$ cat config.mk
export PLATFORM = sky130hd
export DESIGN_NAME = mfs_stats
export DESIGN_NICKNAME = d
export VERILOG_FILES = /design/src/mfs_pkg.sv /design/src/mfs_stats.sv
export SDC_FILE = /design/constraint.sdc
export NUM_CORES = 1
export LEC_CHECK = 0
export ABC_CLOCK_PERIOD_IN_PS = 2400
export BUFFER_PORTS_ARGS = -buffer_cell sky130_fd_sc_hd__clkbuf_2
export CORE_AREA = 2 2 151 109
export CTS_BUF_LIST = sky130_fd_sc_hd__clkbuf_16
export CTS_CLUSTER_SIZE = 40
export DETAILED_ROUTE_END_ITERATION = 6
export DIE_AREA = 0 0 153 111
export HOLD_SLACK_MARGIN = 0.08
export PLACE_DENSITY = 0.79
export SLEW_MARGIN = 20
export SYNTH_ARGS = -nofsm -noshare
export SYNTH_HDL_FRONTEND = slang
export SYNTH_SLANG_ARGS = --single-unit
$ cat constraint.sdc
create_clock -name clk -period 2.4 [get_ports clk]
set_clock_uncertainty 0.05 [all_clocks]
set_input_delay 0.12 -clock clk [delete_from_list [all_inputs] [get_ports clk]]
set_output_delay 0.12 -clock clk [all_outputs]
set_load 0.05 [all_outputs]
$ cat src/mfs_pkg.sv
// package for the mac frame statistics register slice
package mfs_pkg;
	// ---------------------------------------------------------------
	// register byte addresses
	// ---------------------------------------------------------------
	localparam logic [11:0] MFS_RESV_A_ADDR = 12'h10C;
	localparam logic [11:0] MFS_RESV_B_ADDR = 12'h110;
	localparam logic [11:0] MFS_RX_ALL_ADDR = 12'h200;
	localparam logic [11:0] MFS_RX_GOOD_ADDR = 12'h204;
	localparam logic [11:0] MFS_TX_ALL_ADDR = 12'h300;
	// ---------------------------------------------------------------
	// widths and reset values
	// ---------------------------------------------------------------
	localparam int MFS_ADDR_W = 12;
	localparam int MFS_DATA_W = 32;
	localparam logic [31:0] MFS_RESV_RESET = 32'h0000_0000;
	localparam logic [31:0] MFS_TALLY_RESET = 32'h0000_0000;
	localparam logic [31:0] MFS_TALLY_STEP = 32'h0000_0001;
	localparam logic [31:0] MFS_READ_ZERO = 32'h0000_0000;
endpackage

$ cat src/mfs_stats.sv
// frame statistics tallies and reserved control words behind an apb slave
//
// Behaviour
// RULE1 - software fills the first reserved control word with all ones
// RULE2 - software fills the second reserved control word with all ones
// RULE3 - 32-bit tally at 0x200 counts every received frame
// RULE4 - 32-bit tally at 0x204 counts only received frames judged valid
// RULE5 - tallies clear only on device reset, never on reads
// RULE6 - a tally at maximum wraps to zero on the next increment
// RULE7 - software keeps measurement intervals shorter than one full tally wrap
// RULE8 - software records start values and allows for wrap in differences
// RULE9 - transmitted-frame tally register sits at 0x300
// RULE10 - transmit tally is 32 bits, counts every frame, resets and wraps likewise
// RULE11 - writes to tally locations do not change the counts
//
// The APB register port was left to the implementer.
module mfs_stats
	import mfs_pkg::*;
#(
	parameter int TALLY_W = MFS_DATA_W
)
(
	input wire logic clk,
	input wire logic reset_n,
	input wire logic psel,
	input wire logic penable,
	input wire logic pwrite,
	input wire logic [MFS_ADDR_W-1:0] paddr,
	input wire logic [MFS_DATA_W-1:0] pwdata,
	input wire logic [3:0] pstrb,
	output logic [MFS_DATA_W-1:0] prdata,
	output logic pready,
	output logic pslverr,
	input wire logic rx_frame_done,
	input wire logic rx_frame_good,
	input wire logic tx_frame_done,
	output logic resv_ctrl_ready
);
	// ---------------------------------------------------------------
	// bus decode
	// ---------------------------------------------------------------
	logic access;
	logic wr_en;
	logic hit_resv_a;
	logic hit_resv_b;
	logic hit_tally;
	logic mapped;
	assign access = psel & penable;
	assign wr_en = access & pwrite;
	assign hit_resv_a = (paddr == MFS_RESV_A_ADDR);
	assign hit_resv_b = (paddr == MFS_RESV_B_ADDR);
	assign hit_tally = (paddr == MFS_RX_ALL_ADDR) | (paddr == MFS_RX_GOOD_ADDR) |
		(paddr == MFS_TX_ALL_ADDR);
	assign mapped = hit_resv_a | hit_resv_b | hit_tally;
	assign pready = 1'b1;
	assign pslverr = access & ~mapped;

	// ---------------------------------------------------------------
	// reserved control words
	// ---------------------------------------------------------------
	logic [31:0] resv_a_q;
	logic [31:0] resv_b_q;
	genvar gi;
	generate
		for (gi = 0; gi < 4; gi++) begin : g_lane
			always_ff @(posedge clk or negedge reset_n) begin
				if (!reset_n) begin
					resv_a_q[gi*8 +: 8] <= MFS_RESV_RESET[gi*8 +: 8];
					resv_b_q[gi*8 +: 8] <= MFS_RESV_RESET[gi*8 +: 8];
				end else if (wr_en && pstrb[gi]) begin
					if (hit_resv_a) begin
						resv_a_q[gi*8 +: 8] <= pwdata[gi*8 +: 8];
					end
					if (hit_resv_b) begin
						resv_b_q[gi*8 +: 8] <= pwdata[gi*8 +: 8];
					end
				end
			end
			a_lane_write_a: assert property (@(posedge clk) disable iff (!reset_n) // RULE1
				(wr_en && hit_resv_a && pstrb[gi])
				|=> resv_a_q[gi*8 +: 8] == $past(pwdata[gi*8 +: 8]))
				else $error("reserved word a lane write lost");
			a_lane_write_b: assert property (@(posedge clk) disable iff (!reset_n) // RULE2
				(wr_en && hit_resv_b && pstrb[gi])
				|=> resv_b_q[gi*8 +: 8] == $past(pwdata[gi*8 +: 8]))
				else $error("reserved word b lane write lost");
		end
	endgenerate
	// all-ones in both words enables software mode
	assign resv_ctrl_ready = (&resv_a_q) & (&resv_b_q); // RULE1 RULE2

	// ---------------------------------------------------------------
	// frame tallies
	// ---------------------------------------------------------------
	logic [TALLY_W-1:0] rx_all_q;
	logic [TALLY_W-1:0] rx_good_q;
	logic [TALLY_W-1:0] tx_all_q;
	// tallies ignore the bus entirely; only reset clears them
	always_ff @(posedge clk or negedge reset_n) begin
		if (!reset_n) begin
			rx_all_q <= MFS_TALLY_RESET[TALLY_W-1:0]; // RULE5
		end else if (rx_frame_done) begin
			rx_all_q <= rx_all_q + MFS_TALLY_STEP[TALLY_W-1:0]; // RULE3 RULE6 RULE11
		end
	end
	always_ff @(posedge clk or negedge reset_n) begin
		if (!reset_n) begin
			rx_good_q <= MFS_TALLY_RESET[TALLY_W-1:0]; // RULE5
		end else if (rx_frame_done && rx_frame_good) begin
			rx_good_q <= rx_good_q + MFS_TALLY_STEP[TALLY_W-1:0]; // RULE4 RULE6 RULE11
		end
	end
	always_ff @(posedge clk or negedge reset_n) begin
		if (!reset_n) begin
			tx_all_q <= MFS_TALLY_RESET[TALLY_W-1:0]; // RULE5
		end else if (tx_frame_done) begin
			tx_all_q <= tx_all_q + MFS_TALLY_STEP[TALLY_W-1:0]; // RULE10 RULE6 RULE11
		end
	end

	// ---------------------------------------------------------------
	// read data
	// ---------------------------------------------------------------
	logic [31:0] rdata_d;
	always_comb begin
		case (paddr)
			MFS_RESV_A_ADDR: rdata_d = resv_a_q;
			MFS_RESV_B_ADDR: rdata_d = resv_b_q;
			MFS_RX_ALL_ADDR: rdata_d = MFS_DATA_W'(rx_all_q); // RULE3
			MFS_RX_GOOD_ADDR: rdata_d = MFS_DATA_W'(rx_good_q); // RULE4
			MFS_TX_ALL_ADDR: rdata_d = MFS_DATA_W'(tx_all_q); // RULE9
			default: rdata_d = MFS_READ_ZERO;
		endcase
	end

	// read word captured at the end of the setup cycle, stands in access
	logic [31:0] rdata_q;
	always_ff @(posedge clk or negedge reset_n) begin
		if (!reset_n) begin
			rdata_q <= MFS_READ_ZERO;
		end else if (psel && !penable) begin
			rdata_q <= rdata_d;
		end
	end
	assign prdata = rdata_q;

	// ---------------------------------------------------------------
	// tally assertions
	// ---------------------------------------------------------------
	a_rx_all_step: assert property (@(posedge clk) disable iff (!reset_n) // RULE3
		rx_frame_done
		|=> rx_all_q == $past(rx_all_q) + MFS_TALLY_STEP[TALLY_W-1:0])
		else $error("rx all tally did not step");
	a_rx_all_hold: assert property (@(posedge clk) disable iff (!reset_n) // RULE5
		!rx_frame_done
		|=> $stable(rx_all_q))
		else $error("rx all tally moved without a frame");
	a_rx_good_step: assert property (@(posedge clk) disable iff (!reset_n) // RULE4
		(rx_frame_done && rx_frame_good)
		|=> rx_good_q == $past(rx_good_q) + MFS_TALLY_STEP[TALLY_W-1:0])
		else $error("rx good tally did not step");
	a_rx_good_hold: assert property (@(posedge clk) disable iff (!reset_n) // RULE4
		!(rx_frame_done && rx_frame_good)
		|=> $stable(rx_good_q))
		else $error("rx good tally moved without a valid frame");
	a_tx_all_step: assert property (@(posedge clk) disable iff (!reset_n) // RULE10
		tx_frame_done
		|=> tx_all_q == $past(tx_all_q) + MFS_TALLY_STEP[TALLY_W-1:0])
		else $error("tx tally did not step");
	a_tx_all_hold: assert property (@(posedge clk) disable iff (!reset_n) // RULE10
		!tx_frame_done
		|=> $stable(tx_all_q))
		else $error("tx tally moved without a frame");
	a_tally_wrap: assert property (@(posedge clk) disable iff (!reset_n) // RULE6
		(rx_frame_done && &rx_all_q)
		|=> rx_all_q == MFS_TALLY_RESET[TALLY_W-1:0])
		else $error("rx tally did not wrap");
	a_good_wrap: assert property (@(posedge clk) disable iff (!reset_n) // RULE6
		(rx_frame_done && rx_frame_good && &rx_good_q)
		|=> rx_good_q == MFS_TALLY_RESET[TALLY_W-1:0])
		else $error("rx good tally did not wrap");
	a_tx_wrap: assert property (@(posedge clk) disable iff (!reset_n) // RULE6
		(tx_frame_done && &tx_all_q)
		|=> tx_all_q == MFS_TALLY_RESET[TALLY_W-1:0])
		else $error("tx tally did not wrap");
	a_write_no_effect: assert property (@(posedge clk) disable iff (!reset_n) // RULE11
		(wr_en && hit_tally && !tx_frame_done)
		|=> $stable(tx_all_q))
		else $error("write changed tx tally");
	a_read_no_clear: assert property (@(posedge clk) disable iff (!reset_n) // RULE5
		(access && !pwrite && paddr == MFS_RX_ALL_ADDR && !rx_frame_done)
		|=> rx_all_q == $past(rx_all_q))
		else $error("read cleared rx tally");

	// ---------------------------------------------------------------
	// bus assertions
	// ---------------------------------------------------------------
	a_tx_read_map: assert property (@(posedge clk) disable iff (!reset_n) // RULE9
		(access && !pwrite && paddr == MFS_TX_ALL_ADDR && $past(psel && !penable))
		|-> prdata == MFS_DATA_W'($past(tx_all_q)))
		else $error("tx tally read wrong");
	a_rx_all_read: assert property (@(posedge clk) disable iff (!reset_n) // RULE3
		(access && !pwrite && paddr == MFS_RX_ALL_ADDR && $past(psel && !penable))
		|-> prdata == MFS_DATA_W'($past(rx_all_q)))
		else $error("rx all tally read wrong");
	a_rx_good_read: assert property (@(posedge clk) disable iff (!reset_n) // RULE4
		(access && !pwrite && paddr == MFS_RX_GOOD_ADDR && $past(psel && !penable))
		|-> prdata == MFS_DATA_W'($past(rx_good_q)))
		else $error("rx good tally read wrong");
	a_resv_a_read: assert property (@(posedge clk) disable iff (!reset_n) // RULE1
		(access && !pwrite && hit_resv_a && $past(psel && !penable))
		|-> prdata == $past(resv_a_q))
		else $error("reserved word a read wrong");
	a_tally_no_err: assert property (@(posedge clk) disable iff (!reset_n) // RULE11
		(access && (hit_tally || hit_resv_a || hit_resv_b))
		|-> !pslverr)
		else $error("mapped access answered with an error");
	a_resv_a_hold: assert property (@(posedge clk) disable iff (!reset_n) // RULE1
		!(wr_en && hit_resv_a)
		|=> $stable(resv_a_q))
		else $error("reserved word a changed without a write");
	a_resv_b_hold: assert property (@(posedge clk) disable iff (!reset_n) // RULE2
		!(wr_en && hit_resv_b)
		|=> $stable(resv_b_q))
		else $error("reserved word b changed without a write");
endmodule

After elaboration in Yosys (flattened, before gate mapping)
Cells that the tools add are included.

Word-level logic and storage cells: 47. Output and inout port bits: 35. Input port bits: 56. Bits in registers: 192.

Equality and inequality tests: 5. Reduce and logical (&&, ||, !) cells: 17. Add/subtract/negate cells: 3. Muxes and demuxes: 1. Bitwise gates (word level): 9.

Operators by type and width (number): case mux 32 bit (5 select lines) (1); adder 32 x 1 -> 32 bit, second input constant (3); AND reduction 32 bit (2); == test 12 x 10 -> 1 bit, second input constant (3); == test 12 x 9 -> 1 bit, second input constant (2); AND reduction 2 bit (8); logical AND 1 bit (6); AND 1 bit (4); OR 1 bit (4); zero test 1 bit (1); inverter 1 bit (1).

Longest topological paths before layout
Gate-level depths: netlist of the first run.

Word-level depth: 6. Gate-level depth with buffers: 6. Depth with buffers taken out: 5.

Worst setup path before layout of the first run
OpenSTA, ideal clock, no wires.

Kind: input to output. From: input port paddr[9]. To: output port pslverr. Buffers on the path: 1. Arrival time: 2252 ps. Setup slack: -22 ps. Cell stages on the path: 5. Data required time: 2230 ps. Cells stage by stage: or3b_2 clkbuf_1 o32a_1 nor2_1 nor4_1.

Word-level cells in the longest chain between the ends: 6. Elaborated cells between the ends (all ways): 11. Classes of those cells: 5 x eq/ne; 6 x bitwise.

RTL lines: start: declaration (line mfs_stats.sv:28) `input wire logic [MFS_ADDR_W-1:0] paddr,`; == test 12 x 10 -> 1 bit (line mfs_stats.sv:52) `assign hit_tally = (paddr == MFS_RX_ALL_ADDR) | (paddr == MFS_RX_GOOD_ADDR) |`; OR 1 bit (2 in series) (line mfs_stats.sv:52); OR 1 bit (*) (line mfs_stats.sv:54) `assign mapped = hit_resv_a | hit_resv_b | hit_tally;`; inverter 1 bit (*) (line mfs_stats.sv:56) `assign pslverr = access & ~mapped;`; AND 1 bit (*) (line mfs_stats.sv:56); end: declaration (line mfs_stats.sv:33) `output logic pslverr,`.

Every way passes the cells marked *; elsewhere a longest branch is shown, timed or not.

Final worst setup path of the first run
From: register resv_b_q[7]. To: output port resv_ctrl_ready.

Word-level cells in the longest chain between the ends: 2.

RTL lines: start: declaration (line mfs_stats.sv:62) `logic [31:0] resv_b_q;`; start signal: indexed assignment (line mfs_stats.sv:69) `resv_b_q[gi*8 +: 8] <= MFS_RESV_RESET[gi*8 +: 8];`; start signal: indexed assignment (line mfs_stats.sv:75) `resv_b_q[gi*8 +: 8] <= pwdata[gi*8 +: 8];`; AND reduction 32 bit (line mfs_stats.sv:90) `assign resv_ctrl_ready = (&resv_a_q) & (&resv_b_q);`; AND 1 bit (line mfs_stats.sv:90); end: declaration (line mfs_stats.sv:37) `output logic resv_ctrl_ready`.

Every way passes these cells.

==> key figures, run 1 <==
Placement
  – Placer congestion estimate: 0.8942
  – I/O Buffers: 89
  – Post-DP HPWL: 17400 um

Clock network
  – CTS tree: yes
  – Root Buffer: clkbuf_16
  – Number of CTS-inserted buffers: 17
  – Setup Fix Bufs, Post-CTS: 0
  – CTS Buffer Depth: 2
  – Worst skew pair latency: 0.43 ns
  – Clock transition at the registers of the reported paths: 0.07 ns
  – Clock Sinks: 192
  – H-tree depth: 4

Timing
  – Setup TNS: 0 ns
  – Relative slew slack: 58.72%
  – Final Setup Violations: 0
  – Fmax: 453.1 MHz
  – Final Cycle Share: 91.96%
  – RSZ-0062 raised after global routing: no
  – Slew Limit Fails: 0
  – Hold Fails Final Rpt: 0
  – Min cycle time layout: 2.207 ns
  – Worst slew pin tran: 0.6191 ns

Yosys
  – Post-Syn Area: 9029 um^2
  – Yosys top cell area share: 53.22%
  – #FFs+latches synth: 192
  – Count of different cell masters after synthesis: 46
  – Yosys top cell by area: dfrtp_1
  – Gate Count Post-Synth: 772
  – Register area share after synthesis: 53.22%
  – Top post-synthesis cells by area: dfrtp_1 (53%), mux2_2 (12%), xnor2_1 (6.1%), nand4_1 (3.1%), xor2_1 (2.9%)
  – Post-Syn Nets: 831
  – Synth warn: 0
  – Synth Area per Inst: 11.70 um^2

Global route
  – Gr usage total: 30.56%
  – First-pass GRT wire length: 39990 um
  – Grt ovf: 0
  – Vias in the first global route: 7075
  – Pin count of the biggest net entering global routing: 76
  – Initial antenna violation count: 0

Hold path
  – Hold depth: 3
  – Tightest Hold Check Type: input port to register

Final layout
  – Antenna cell count: 0
  – Syn-to-layout area delta: 20.48%
  – Share of cells above drive strength 1: 28.26%
  – Final net count: 973
  – # fillers: 1080

Outcome
  – Outcome: finished with violations
  – Failing checks: design-rule violations

Detailed routing
  – DR iter-0 viols: 866
  – # DRC: 7
  – Routed Antenna Nets: 0
  – WL/cell: 22.38 um
  – First drt pass iteration count: 7
  – Routed Wire Length: 25340 um
  – DR vias/cell: 6.438
  – Vias after detailed routing: 7288

Worst setup path
  – Arrival time of the worst setup path: 2.04 ns
  – Worst setup EP type: primary output
  – Crit path max fanout: 3
  – Required time worst endpoint: 2.23 ns
  – Crit path launch type: register
  – Worst Setup Path Type: register to primary output
  – Slowest cell delay on critical path: 0.49 ns
  – CP max stage cell: dfrtp_1
  – R2r worst-path depth: 5
  – Worst-path cell chain: nand4_1 -> nor4_1 -> and4_1 -> clkbuf_2

Floorplanning
  – Die width: 153 um
  – Core area: 15760 um^2
  – Initial Util: 57.28%
  – Floorplan die height: 111 um
  – Die area: 16980 um^2
  – I/O pins: 91
  – Row count: 39

Flow run
  – Max_cap viols: 0

Power and ir drop
  – Power per cell area: 709.8 nW/um^2
  – Max VDD drop: 0.0006040 V
  – Lkg Pwr: 5.089 nW
  – Overall power: 7.721 mW
[layer usage]
layer / global-route usage [%] / routed length [um] / share of wire [%] / vias to the layer above
li1: - / - / - / 3137
met1: 44.70 / 10600 / 42 / 3612
met2: 44.42 / 11020 / 43 / 448
met3: 7.897 / 2831 / 11 / 91
met4: 10.93 / 884 / 3.5 / 0
met5: 0 / 0 / 0 / -
[synthesized netlist by cell type, drive strengths merged]
cell type    n
and2         4
nor4        17
mux2        98
o21ai        1
xor2        30
nor3b        3
nor4b        1
nand2       38
nand4b       1
nand2b       2
clkbuf      26
buf          6
a222oi       9
and3        11
and4        17
conb         1
or2          1
or4b         2
dfrtp      192
nor2b        1
nor2        48
xnor2       63
nor3        19
inv         12
or4          3
nand4bb      1
a22oi       23
a221oi      23
ha           3
o32a         1
or3b         1
a21oi       41
nand4       45
or3          1
nand3       27
[critical path: cells and delay by family (launching register included)]
kind	cells	cell delay [ns]
AND/OR/NAND/NOR	3	0.84
flip-flops	1	0.49
buffers and inverters	1	0.28
[power by group]
group | internal, mW | switching (mW) | total, mW
registers | 3.46 | 0.291 | 3.75
logic | 0.395 | 0.620 | 1.01
clock network | 1.66 | 1.30 | 2.95
[registers in the layout, summed over array words and instances, names as in the netlist]
name / cells
rx_good_q: 32
resv_b_q: 32
rx_all_q: 32
resv_a_q: 32
tx_all_q: 32
prdata: 32
[cells in the final DEF, fill, tap and decap left out, types with 3 or more instances in the layout]
master           n
nor3_1          17
and3_1          11
nor3b_1          3
nand2_4          4
clkbuf_16       17
a22oi_1         23
buf_4           25
nor4_1          11
and4_1          17
a222oi_1         9
ha_1             3
nor4_2           3
bufinv_16        3
dlygate4sd3_1   38
inv_6            4
xnor2_1         63
a221oi_1        23
clkbuf_2        88
nand4_1         45
xor2_1          30
and2_1           3
inv_1           12
nor4_4           3
a21oi_1         41
nor2_1          48
buf_12           3
dfrtp_1        192
nand2_1         34
mux2_2          96
nand3_1         27
[cell type report]
class	count	area, um^2	area share, %
tap	205	256.5	2.358
sequential	192	4805	44.17
clock inverter	15	182.7	1.679
inverter	12	45.04	0.4141
multi-input combinational	536	4081	37.52
clock buffer	17	425.4	3.911
timing repair buffer	155	1082	9.949
[metrics by stage]
stage	setup slack [ns]	utilization, %	instance area (um^2)	hold WS (ns)	std cells
final	0.1931	69.02	10880	0.08875	1132
after global placement	0.1589	62.75	9889	0.1288	1062
after floorplan	0.3894	-	9035	-0.2256	772
after CTS	0.2583	69.02	10880	0.08335	1132
after detailed placement	0.05221	62.75	9889	0.1259	1062
after global routing	0.1286	69.02	10880	0.09748	1132
[worst paths after layout]
| kind | slack [ns] | endpoint | from |
|---|---|---|---|
| worst max-delay path | 0.19 | resv_ctrl_ready | resv_b_q[7] |
| worst min-delay path | 0.09 | resv_b_q[16] | pstrb[2] |
| worst max register to register | 0.33 | tx_all_q[24] | tx_all_q[0] |
| worst min register to register | 0.42 | rx_all_q[31] | rx_all_q[31] |
| max in group asynchronous | 1.32 | prdata[15] | reset_n |
| min in group asynchronous | 0.22 | rx_good_q[24] | reset_n |
[timing repair]
item / 4_1_cts / 5_1_grt
hold endpoints to repair: 142 / 0
hold buffers: 38 / 0
resized for setup: 0 / 0
[cells by family after synthesis]
| family | Yosys count | synth area share [%] |
|---|---|---|
| other cells | 1 | 0.04153 |
| fa+ha+maj | 3 | 0.4158 |
| simple gates | 243 | 15.51 |
| compound gates | 98 | 7.580 |
| mux | 98 | 12.22 |
| xor+xnor | 93 | 9.022 |
| buf+inv | 44 | 1.995 |
| flops | 192 | 53.22 |
Note: power is estimated with default switching activity, not from simulation.
==> inputs of run 2 (changes only) <==
- PLACE_DENSITY: 0.79 -> 0.83
==> run 2 against run 1 <==
  * The flow finishes with violations (negative setup slack)
  * Critical path type unchanged
  * Via count fell by 0.26%
  * Sequential power is 1% higher
  * Combinational power about the same
  * Utilization is 0.055 points lower
  * Register-to-register slack lost 0.04 ns
==> key figures, run 2 (synthesis results as in run 1) <==
Outcome
  – Outcome: finished with violations
  – Failing checks: negative setup slack

Detailed routing
  – Routed Antenna Nets: 0 (unchanged)
  – DR iter-0 viols: 938 (+8.3%)
  – First drt pass iteration count: 6 (-1)
  – Routed Wire Length: 25930 um (+2.4%)
  – # DRC: 0 (-7)
  – WL/cell: 22.95 um (+2.5%)
  – Vias after detailed routing: 7269 (-0.26%)
  – DR vias/cell: 6.433 (about the same)

Worst setup path
  – CP max stage cell: nor4_1
  – Worst Setup Path Type: register to primary output
  – Crit path max fanout: 3 (unchanged)
  – Required time worst endpoint: 2.23 ns (about the same)
  – Arrival time of the worst setup path: 2.24 ns (+0.20 ns)
  – Worst-path cell chain: nand4_1 -> nor4_1 -> and4_1 -> clkbuf_2
  – Worst setup EP type: primary output
  – Slowest cell delay on critical path: 0.55 ns (+0.06 ns)
  – Crit path launch type: register

Clock network
  – Clock transition at the registers of the reported paths: 0.08 ns (about the same)
  – CTS tree: yes
  – Clock Sinks: 192 (unchanged)
  – CTS Buffer Depth: 2 (unchanged)
  – H-tree depth: 4 (unchanged)
  – Worst skew pair latency: 0.44 ns (about the same)
  – Root Buffer: clkbuf_16
  – Number of CTS-inserted buffers: 17 (unchanged)

Final layout
  – Syn-to-layout area delta: 20.39% (about the same)
  – Leading cell types in the layout, fill and taps excluded: dfrtp_1 (192), mux2_2 (96), clkbuf_2 (88), xnor2_1 (63), nor2_1 (48)
  – Non-filler cells, final: 1130 (-0.18%)
  – Area of the multi-input gates: 4081 um^2 (unchanged)
  – Leading cell type in the layout, fill and taps excluded: dfrtp_1
  – Register Area: 4805 um^2 (unchanged)
  – # fillers: 1077 (-0.28%)
  – Post-Layout Inst Area: 10870 um^2 (about the same)
  – Antenna cell count: 0 (unchanged)
  – Share of cells above drive strength 1: 27.89% (-0.37 points)
  – Final net count: 971 (-0.21%)

Floorplanning
  – I/O pins: 91 (unchanged)
  – Floorplan die height: 111 um (unchanged)
  – Die area: 16980 um^2 (unchanged)
  – Die width: 153 um (unchanged)
  – Core area: 15760 um^2 (unchanged)
  – Initial Util: 57.28% (unchanged)
  – Row count: 39 (unchanged)

Power and ir drop
  – Lkg Pwr: 5.085 nW (about the same)
  – Power per cell area: 710.1 nW/um^2 (about the same)
  – Max VDD drop: 0.0005588 V (-7.5%)
  – Overall power: 7.718 mW (about the same)

Placement
  – Placer congestion estimate: 0.9764 (+9.2%)
  – Post-DP HPWL: 17830 um (+2.5%)
  – I/O Buffers: 89 (unchanged)
  – Placed Area: 9872 um^2 (-0.18%)
  – DP Cell Count: 1058 (-0.38%)

Timing
  – Slew Limit Fails: 0 (unchanged)
  – Setup TNS: -0.008132 ns (-0.008132 ns)
  – Final Cycle Share: 100.3% (+8.4 points)
  – Hold Fails Final Rpt: 0 (unchanged)
  – Fmax: 415.3 MHz (-8.4%)
  – Worst slew pin tran: 0.6160 ns (-0.003103 ns)
  – Relative slew slack: 58.93% (+0.21 points)
  – RSZ-0062 raised after global routing: no
  – Final Setup Violations: 1 (+1)
  – Final worst slack: -0.008132 ns (-0.2012 ns)
  – Min cycle time layout: 2.408 ns (+0.2012 ns)

Global route
  – Grt ovf: 0 (unchanged)
  – Vias in the first global route: 7216 (+2.0%)
  – First-pass GRT wire length: 40680 um (+1.7%)
  – Gr usage total: 31.27% (+0.72 points)
  – Initial antenna violation count: 1 (+1)
  – Pin count of the biggest net entering global routing: 74 (-2.6%)

Flow run
  – Max_cap viols: 0 (unchanged)

Hold path
  – Tightest Hold Check Type: input port to register
==> run 2: per-stage QoR <==
| step | hold slack, ns | setup slack [ns] | utilization, % |
|---|---|---|---|
| final | 0.08755 | -0.008132 | 68.96 |
| after CTS | 0.08096 | 0.09651 | 68.96 |
| after global routing | 0.09083 | 0.02179 | 68.96 |
| after global placement | 0.1249 | 0.3743 | 62.63 |
| after floorplan | -0.2256 | 0.3894 | - |
| after detailed placement | 0.1296 | 0.3242 | 62.63 |
==> run 2: repair_timing <==
item,in CTS,in global routing
gates resized for setup,0,0
buffers inserted,0,0
endpoints found under the hold margin,143,0
hold buffers,40,0
==> run 2: worst max-delay path: cells and delay by family, from the launching register on <==
family                 cells  cell delay [ns]
buffers and inverters      1             0.29
flip-flops                 1             0.51
AND/OR/NAND/NOR            3             1.00
==> run 2: area by class of cell <==
cell class	instances	area share (%)
clock inverters	15	1.577
inverters	12	0.4144
well taps	205	2.360
flip-flops and latches	192	44.20
multi-input cells	536	37.55
clock buffers	17	3.914
repair buffers	153	9.980
==> run 2: final timing paths <==
path,depth (start not counted),end,startpoint,slack [ns]
worst max-delay path,4,resv_ctrl_ready,resv_a_q[7],-0.008
worst min-delay path,3,resv_b_q[0],pstrb[0],0.09
worst max register to register,4,rx_good_q[28],rx_good_q[5],0.29
worst min register to register,1,rx_good_q[31],rx_good_q[31],0.43
max in group asynchronous,3,prdata[29],reset_n,1.39
min in group asynchronous,2,rx_good_q[24],reset_n,0.21
==> run 2: report_power, final <==
part           total (mW)  leakage (nW)  switching, mW  internal (mW)
registers            3.79          2.54          0.330           3.46
logic                1.02          2.25          0.626          0.396
clock network        2.91         0.292           1.41           1.50
==> run 2: routing by layer <==
layer | wire, um | global-route usage (%) | vias up
met5 | 0 | 0 | -
met4 | 918 | 10.31 | 0
met3 | 3300 | 9.851 | 93
met2 | 11470 | 46.88 | 491
met1 | 10250 | 43.73 | 3543
li1 | - | - | 3142
